[src/rtl/serial_cmd_pkg.sv]
// shared constants of the serial command port
package serial_cmd_pkg;
	localparam int        WORD_W     = 16;
	localparam int        CNT_W      = 5;
	localparam int        ADDR_W     = 4;
	localparam int        DATA_LSB   = 4;
	localparam int        N_PINS     = 12;
	localparam int        N_DAC      = 12;
	localparam int        DAC_W      = 8;
	localparam int        LINE_W     = 3;
	localparam logic [4:0] CNT_ZERO  = 5'h00;
	localparam logic [4:0] CNT_FULL  = 5'h10;
	localparam logic [4:0] CNT_OVER  = 5'h11;
	localparam logic [3:0] OP_NOP    = 4'h0;
	localparam logic [3:0] OP_DAC_LO = 4'h1;
	localparam logic [3:0] OP_DAC_HI = 4'hC;
	localparam logic [3:0] OP_POUT   = 4'hD;
	localparam logic [3:0] OP_XSTATE = 4'hE;
	localparam logic [3:0] OP_READ   = 4'hF;
	localparam logic [3:0] LOW_FILL  = 4'h0;
	localparam logic [2:0] LINE_IDLE = 3'h3;
	localparam logic [7:0] DAC_RST   = 8'h00;
	localparam logic [11:0] POUT_RST = 12'h000;
	localparam logic [11:0] MODE_RST = 12'h000;
	localparam logic [15:0] WORD_RST = 16'h0000;
endpackage : serial_cmd_pkg

[src/rtl/link_if.sv]
// synchronised link levels and edge pulses between sampler and core
`timescale 1ns/1ps
interface link_if #(parameter int N_PINS = 12);
	logic              cs_n;
	logic              sdi;
	logic [N_PINS-1:0] pins;
	logic              cs_fall;
	logic              cs_rise;
	logic              sclk_rise;
	logic              sclk_fall;
	modport sync_src (output cs_n, sdi, pins, cs_fall, cs_rise, sclk_rise, sclk_fall);
	modport core_sink (input cs_n, sdi, pins, cs_fall, cs_rise, sclk_rise, sclk_fall);
endinterface : link_if

[src/rtl/pin_sync.sv]
// two-flop sampling of the serial pins and parallel inputs, with edge detection
`timescale 1ns/1ps
module pin_sync #(
	parameter int N_PINS = 12
) (
	input  wire logic              i_clk,
	input  wire logic              i_sys_rst,
	input  wire logic              i_cs_n,
	input  wire logic              i_sclk,
	input  wire logic              i_sdi,
	input  wire logic [N_PINS-1:0] i_pins,
	link_if.sync_src               link
);
	localparam int W = N_PINS + serial_cmd_pkg::LINE_W;
	localparam logic [W-1:0] RST_V = {{N_PINS{1'b0}}, serial_cmd_pkg::LINE_IDLE};

	logic [W-1:0] meta_q, meta_d;
	logic [W-1:0] sync_q, sync_d;
	logic [W-1:0] last_q, last_d;

	always_comb begin
		meta_d = {i_pins, i_sdi, i_sclk, i_cs_n};
		sync_d = meta_q;
		last_d = sync_q;
	end

	always_ff @(posedge i_clk) begin
		if (i_sys_rst) begin
			meta_q <= RST_V;
			sync_q <= RST_V;
			last_q <= RST_V;
		end else begin
			meta_q <= meta_d;
			sync_q <= sync_d;
			last_q <= last_d;
		end
	end

	assign link.cs_n      = sync_q[0];
	assign link.sdi       = sync_q[2];
	assign link.pins      = sync_q[W-1:3];
	assign link.cs_fall   = ~sync_q[0] & last_q[0];
	assign link.cs_rise   = sync_q[0] & ~last_q[0];
	assign link.sclk_rise = sync_q[1] & ~last_q[1];
	assign link.sclk_fall = ~sync_q[1] & last_q[1];
endmodule : pin_sync

[src/rtl/serial_cmd_port.sv]
// chip-select framed serial command port driving converter codes and the I/O expander
//
// Overview of operation
// - frame opens on chip select falling, bits taken while low
// - one 16-bit word per frame, executed at rise
// - converter command loads selected channel code at rise
// - parallel output command updates outputs at rise
// - state register write sets pin directions at rise
// - read request captured; pins loaded at next fall
// - readback bits driven out on serial clock falls
`timescale 1ns/1ps
module serial_cmd_port #(
	parameter int N_PINS = serial_cmd_pkg::N_PINS,
	parameter int N_DAC  = serial_cmd_pkg::N_DAC,
	parameter int DAC_W  = serial_cmd_pkg::DAC_W
) (
	input  wire logic                   i_clk,
	input  wire logic                   i_sys_rst,
	input  wire logic                   i_cs_n,
	input  wire logic                   i_sclk,
	input  wire logic                   i_sdi,
	input  wire logic [N_PINS-1:0]      i_pin_in,
	output logic                        o_sdo,
	output logic                        o_sdo_oe,
	output logic      [N_PINS-1:0]      o_pin_out,
	output logic      [N_PINS-1:0]      o_pin_oe,
	output logic      [N_DAC*DAC_W-1:0] o_dac_code
);
	localparam int WW = serial_cmd_pkg::WORD_W;
	localparam int DL = serial_cmd_pkg::DATA_LSB;
	localparam int AW = serial_cmd_pkg::ADDR_W;

	link_if #(.N_PINS(N_PINS)) link ();

	pin_sync #(.N_PINS(N_PINS)) u_sync (
		.i_clk     (i_clk),
		.i_sys_rst (i_sys_rst),
		.i_cs_n    (i_cs_n),
		.i_sclk    (i_sclk),
		.i_sdi     (i_sdi),
		.i_pins    (i_pin_in),
		.link      (link)
	);

	logic [WW-1:0]                 shift_q, shift_d;
	logic [serial_cmd_pkg::CNT_W-1:0] cnt_q, cnt_d;
	logic [N_DAC-1:0][DAC_W-1:0]   dac_q, dac_d;
	logic [N_PINS-1:0]             pout_q, pout_d;
	logic [N_PINS-1:0]             xstate_q, xstate_d;
	logic                          req_q, req_d;
	logic                          rd_q, rd_d;
	logic                          sdo_q, sdo_d;

	logic [serial_cmd_pkg::ADDR_W-1:0] op;
	logic [serial_cmd_pkg::ADDR_W-1:0] dac_idx;
	logic                          word_ok;
	logic                          exec_dac;

	assign op       = shift_q[serial_cmd_pkg::ADDR_W-1:0];
	assign dac_idx  = op - serial_cmd_pkg::OP_DAC_LO;
	assign word_ok  = link.cs_rise && (cnt_q == serial_cmd_pkg::CNT_FULL);
	assign exec_dac = word_ok && (op >= serial_cmd_pkg::OP_DAC_LO) && (op <= serial_cmd_pkg::OP_DAC_HI);

	// per-channel code update
	genvar g;
	generate
		for (g = 0; g < N_DAC; g = g + 1) begin : g_dac
			always_comb begin
				if (exec_dac && (dac_idx == AW'(g))) begin
					dac_d[g] = shift_q[DL+DAC_W-1:DL];
				end else begin
					dac_d[g] = dac_q[g];
				end
			end
		end
	endgenerate

	always_comb begin
		shift_d = shift_q;
		cnt_d   = cnt_q;
		pout_d  = pout_q;
		xstate_d = xstate_q;
		req_d   = req_q;
		rd_d    = rd_q;
		sdo_d   = sdo_q;
		if (link.cs_fall) begin
			cnt_d = serial_cmd_pkg::CNT_ZERO;
			rd_d  = req_q;
			req_d = 1'b0;
			if (req_q) begin
				shift_d = {link.pins, serial_cmd_pkg::LOW_FILL};
				sdo_d   = link.pins[N_PINS-1];
			end
		end else if (!link.cs_n && link.sclk_rise) begin
			shift_d = {shift_q[WW-2:0], link.sdi};
			if (cnt_q != serial_cmd_pkg::CNT_OVER) begin
				cnt_d = cnt_q + 5'h01;
			end
		end
		if (rd_q && !link.cs_n && link.sclk_fall) begin
			sdo_d = shift_q[WW-1];
		end
		if (link.cs_rise) begin
			rd_d = 1'b0;
		end
		if (word_ok) begin
			case (op)
				serial_cmd_pkg::OP_POUT: pout_d = shift_q[WW-1:DL];
				serial_cmd_pkg::OP_XSTATE: xstate_d = shift_q[WW-1:DL];
				serial_cmd_pkg::OP_READ: req_d  = 1'b1;
				default: ;
			endcase
		end
	end

	always_ff @(posedge i_clk) begin
		if (i_sys_rst) begin
			shift_q <= serial_cmd_pkg::WORD_RST;
			cnt_q   <= serial_cmd_pkg::CNT_ZERO;
			dac_q   <= {N_DAC{serial_cmd_pkg::DAC_RST}};
			pout_q  <= serial_cmd_pkg::POUT_RST;
			xstate_q <= serial_cmd_pkg::MODE_RST;
			req_q   <= 1'b0;
			rd_q    <= 1'b0;
			sdo_q   <= 1'b0;
		end else begin
			shift_q <= shift_d;
			cnt_q   <= cnt_d;
			dac_q   <= dac_d;
			pout_q  <= pout_d;
			xstate_q <= xstate_d;
			req_q   <= req_d;
			rd_q    <= rd_d;
			sdo_q   <= sdo_d;
		end
	end

	assign o_sdo      = sdo_q;
	assign o_sdo_oe   = rd_q & ~link.cs_n;
	assign o_pin_out  = pout_q;
	assign o_pin_oe   = xstate_q;
	assign o_dac_code = dac_q;
endmodule : serial_cmd_port

[config.mk]
export PLATFORM = sky130hd
export DESIGN_NAME = serial_cmd_port
export DESIGN_NICKNAME = d
export VERILOG_FILES = /design/src/rtl/serial_cmd_pkg.sv /design/src/rtl/link_if.sv /design/src/rtl/pin_sync.sv /design/src/rtl/serial_cmd_port.sv
export SDC_FILE = /design/constraint.sdc
export NUM_CORES = 1
export LEC_CHECK = 0
export BUFFER_PORTS_ARGS = -buffer_cell sky130_fd_sc_hd__buf_2
export CORE_ASPECT_RATIO = 1.5
export CORE_MARGIN = 4
export CORE_UTILIZATION = 35
export CTS_CLUSTER_SIZE = 20
export DETAILED_ROUTE_END_ITERATION = 16
export HOLD_SLACK_MARGIN = 0.08
export PLACE_DENSITY = 0.64
export SETUP_SLACK_MARGIN = 0.1
export SYNTH_ARGS = -nofsm -noshare
export SYNTH_HDL_FRONTEND = slang
export SYNTH_SLANG_ARGS = --single-unit
[constraint.sdc]
create_clock -name i_clk -period 2.1 [get_ports i_clk]
set_clock_uncertainty 0.05 [all_clocks]
set_input_delay 0.42 -clock i_clk [delete_from_list [all_inputs] [get_ports i_clk]]
set_output_delay 0.42 -clock i_clk [all_outputs]
set_load 0.05 [all_outputs]
======== After elaboration in Yosys (flattened, before gate mapping) ========
Index checks and enable logic that the tools add are counted.
word-level totals
  register bits after elaboration ......... 176
  output and inout bits ................... 122
  logic and storage cells ................. 91
cells by class
  add/sub/neg operators ................... 2
  $lt $le $gt $ge ......................... 2
  eq/ne operators ......................... 17
  multiplexer cells ....................... 9
  bitwise gates (word level) .............. 9
  reductions and logical operators ........ 30
operators by type and width
  operator             number
  $mux 16              3
  $eq 4x4->1 const B   7
  $logic_and 1x1->1    18
  $eq 4x3->1 const B   4
  $reduce_and 2->1     5
  $eq 4x2->1 const B   2
  $mux 1               6
  $reduce_bool 2->1    3
  $add 5x1->5 const B  1
  $and 1x1->1          5
  $eq 5x5->1 const B   1
  $ne 5x5->1 const B   1
  $eq 4x1->1 const B   1
  $ge 4x1->1 const B   1
  $le 4x4->1 const B   1
  $logic_not 4->1      1
  $not 1->1            4
  $reduce_or 2->1      2
  $sub 4x1->4 const B  1
  $ne 2x1->1 const B   1
  $logic_not 1->1      1

======== Depth between registers and ports, before layout ========
  depth in word-level cells ............... 6
  mapped depth ............................ 7
  gate-level depth less buffers ........... 5

======== Hierarchy ========
From an unflattened synthesis, not the netlist that was laid out.
unflattened totals
  cell total of the unflattened synthesis .. 633
  area total of the unflattened synthesis .. 6969.2 µm²
modules (own cells, without submodules)
  module           times used  cells each  area an instance (µm²)  sequential area each (µm²)
  serial_cmd_port  1           550         5992.0                  2882.8
  pin_sync         1           83          977.2                   640.6

======== Least setup slack after synthesis ========
Ideal clock, no wire load.
  path type ............................... register -> register
  from .................................... register cnt_q[0] (netlist name)
  to ...................................... register dac_q, in the netlist o_dac_code[55]
  data arrival time ....................... 1.548 ns
  data required time ...................... 1.918 ns
  slack ................................... 0.369 ns
  stages on the path, launching flop included .. 7
  path buffers ............................ 1
  clock period less this slack ............ 1.731 ns
  path through ............................ dfxtp_1 > inv_1 > ha_1 > and4b_1 > clkbuf_1 > nand4_2 > mux2i_1
between the ends
  word-level cells in the longest chain between the ends .. 5
RTL lines
  item                             line                    RTL
  from (decl)                      serial_cmd_port.sv:46   logic [serial_cmd_pkg::CNT_W-1:0] cnt_q, cnt_d;
  from (signal assigned)           serial_cmd_port.sv:119  cnt_q <= serial_cmd_pkg::CNT_ZERO;
  from (signal assigned)           serial_cmd_port.sv:128  cnt_q <= cnt_d;
  $eq 5x5->1                       serial_cmd_port.sv:61   assign word_ok = link.cs_rise && (cnt_q == serial_cmd_pkg::CNT_FULL);
  $logic_and 1x1->1                serial_cmd_port.sv:61
  $logic_and 1x1->1 (2 in series)  serial_cmd_port.sv:62   assign exec_dac = word_ok && (op >= serial_cmd_pkg::OP_DAC_LO) && (op <= serial_cmd_pkg::OP_DAC_HI);
  $logic_and 1x1->1                serial_cmd_port.sv:69   if (exec_dac && (dac_idx == AW'(g))) begin
  to (signal assigned)             serial_cmd_port.sv:120  dac_q <= {N_DAC{serial_cmd_pkg::DAC_RST}};
  to (decl)                        serial_cmd_port.sv:47   logic [N_DAC-1:0][DAC_W-1:0] dac_q, dac_d;
Every way passes these cells.
A chain may end at the register's enable or synchronous reset.

======== Worst setup path after layout ========
  from .................................... register u_sync.sync_q[0] (netlist: u_sync.last_d[0])
  to ...................................... output port o_sdo_oe
between the ends
  word-level cells in the longest chain between the ends .. 2
RTL lines
  item                    line                    RTL
  from (decl)             pin_sync.sv:18          logic [W-1:0] sync_q, sync_d;
  from (signal assigned)  pin_sync.sv:34          sync_q <= sync_d;
  $not 1->1               serial_cmd_port.sv:139  assign o_sdo_oe = rd_q & ~link.cs_n;
  $and 1x1->1             serial_cmd_port.sv:139
  to (decl)               serial_cmd_port.sv:24   output logic o_sdo_oe,
Every way passes these cells.

==> impl_metrics.tcl <==
set metrics [dict create \
    route.detailed.drc 0 \
    grt_pass1_vias 4524 \
    whs_ps 123 \
    clock_latency_ps 430 \
    synth.top_cell.area_share_pct 53.8 \
    synth_largest_area_cell "dfxtp_1" \
    start_util_pct 35.5 \
    drive_gt1_share_pct 27.4 \
    antenna_found_initial 0 \
    grt_max_degree 69 \
    cts_tree "yes" \
    core-area_mm2 0.0185 \
    hold_violations 0 \
    portBuffers 138 \
    cts_made_buffers 17 \
    p_sw_uw 1490 \
    hp-class "in2reg" \
    die_x_um 120 \
    p_leak_uw 0.00393 \
    worst_pin_slew_ps 679 \
    final_cells 1029 \
    grt_pass1_wl_um 24900 \
    power_density_mw_per_mm2 802 \
    rsz0062_at_grt "no" \
    setup_viol 0 \
    drt.antenna.violating_nets 0 \
    min_period_ps 1900 \
    ys_warn_count 0 \
    power_uw 6480 \
    synth_sequential_area_ratio_pct 53.8 \
    async_flop_share_pct 0 \
    placed_cell_area_mm2 0.00751 \
    drt_wl_total_um 15600 \
    clockBufferDepth 2 \
    cts.sinks 176 \
    clockRootBuffer "clkbuf_16" \
    intPower_uw 4990 \
    worstPathMaxFanout 10 \
    netlist_area_mm2 0.00655 \
    critPathCaptureType "output port" \
    final_area_mm2 0.00808 \
    routabilityCongestion 0.792 \
    start_kind "flip-flop" \
    nets 784 \
    die_y_um 176 \
    ys_ff_latch 176 \
    fmax_mhz 525 \
    via_per_inst 4.62 \
    dr.pass1.iters 4 \
    worstPathArrival_ps 1430 \
    synth_edf_count 0 \
    cts_htree_levels 4 \
    synth_ff_type "dfxtp_1" \
    yosys-top-cells-area "dfxtp_1 (54%), mux2i_1 (18%), nand2_1 (9.6%), nor2b_1 (2.8%), nand3_4 (2.4%)" \
    drtIter0Drc 310 \
    final_common_cell "dfxtp_1" \
    ir_worst_vdd_mv 0.501 \
    rows 61 \
    final_cell_mix "dfxtp_1 (176), nand2_1 (166), buf_2 (137), mux2i_1 (121), nor2b_1 (29)" \
    slew_violations 0 \
    hold_buffers 0 \
    dp_cells 997 \
    seqPwrFrac_pct 52.1 \
    p_comb_share_pct 1.8 \
    areaGrowthSynthToFinish_pct 23.3 \
    io_pins 139 \
    syn_nets 657 \
    dp_hpwl_um 10900 \
    post_drt_wl_per_cell_um 15.2 \
    finalSetupTns_ps 0 \
    die_area_mm2 0.0210 \
    finalCritPeriodShare_pct 90.6 \
    required_ps 1630 \
    maxCapViolCount 0 \
    avgSynthCellArea_um2 10.3 \
    ys_types 38 \
    pwr-share-clk_pct 46.1 \
    clkTransAtPathRegs_ps 70 \
    overflow 0 \
    postSynthCellCount 637 \
    grt_usage_pct 15.2 \
    slew_headroom_pct 54.7 \
    status "finished clean" \
    sw_frac_of_total_pct 23.0 \
    n_antenna_cell 0 \
    vias 4756 \
    critical_path_class "reg2out" \
]
## power groups by stage
stage / combinational (uW) / sequential [uW] / clock, uW
after floorplan: 83.2 / 3450 / 0
after global placement: 122 / 3450 / 0
after detailed placement: 120 / 3450 / 0
after CTS: 121 / 3370 / 3060
after global routing: 133 / 3380 / 3230
final: 119 / 3370 / 2990
## logic make-up (layout without fill, tap and decap cells)
logic type	Yosys count	count (layout)	synth area share, %
AO/OA/AOI/OAI	27	27	2.79
multiplexers	121	121	18.5
AND/OR/NAND/NOR	260	260	21.1
flip-flops	176	176	53.8
buffers and inverters	50	190	3.23
adder cells (fa/ha/maj)	3	3	0.573
## per-layer routing
metal  part of all wire, %  GRT usage, %
met4                   3.0          7.12
met2                    51          26.1
met3                   4.7          3.83
met5                     0             0
met1                    41          17.6
## path summary, 6_finish.rpt
kind | startpoint | to | slack (ps) | cells after the start
hold / removal | i_cs_n | u_sync.meta_q[0]$_SDFF_PP1_ | 120 | 2
setup reg to reg | cnt_q[0]$_SDFFE_PP0P_ | o_dac_code[53]$_SDFFE_PP0P_ | 280 | 5
setup / recovery | u_sync.last_d[0]$_SDFF_PP1_ | o_sdo_oe | 200 | 3
hold reg to reg | u_sync.meta_q[1]$_SDFF_PP1_ | u_sync.last_d[1]$_SDFF_PP1_ | 370 | 1
## metrics by stage
stage,setup slack [ps],utilization (%)
floorplan,369,-
global placement,252,40.7
detailed placement,223,40.7
CTS,134,43.7
global route,105,43.7
finish,197,43.7
## area by class of cell
cell class / instances / area [um^2]
clock inverters: 14 / 119
flip-flops and latches: 176 / 3520
well taps: 252 / 315
clock buffers: 18 / 439
fillers: 1823 / 10400
repair buffers: 155 / 846
inverters: 3 / 13.8
multi-input cells: 411 / 2820
## critical path, stage by stage (launching register included)
cell and delay (ps):
dfxtp_1 400, buf_4 200, nor2b_1 150, clkbuf_4 260
## registers in the layout, indices dropped and copies added (netlist names)
register and count:
rd_q 1, o_pin_out 12, u_sync.last_q 2, req_q 1, u_sync.meta_q 15, o_sdo 1
shift_q 16, u_sync.last_d 15, o_pin_oe 12, o_dac_code 96, cnt_q 5
## Yosys cell counts, types with 2 or more instances
cell type,n
ha_1,3
clkbuf_1,35
nand4bb_1,2
nand4_2,3
nand3b_1,2
o21ai_0,4
or2_2,6
nor3_1,12
inv_1,2
nor2_1,2
nand4_1,2
nor4b_4,2
and4b_1,2
buf_2,10
dfxtp_1,176
a31oi_1,2
or3_1,4
nor2b_1,29
nand2b_1,2
nand3_1,5
a311oi_1,12
a21oi_1,9
nand3_4,9
mux2i_1,121
and3_1,2
nand2_1,167
## what timing repair did
item                                    in CTS  in global routing
setup buffers                                0                  0
gates resized for setup                      0                  2
endpoints found under the setup margin       0                  4
No activity file was read; power rests on OpenSTA's default activity.
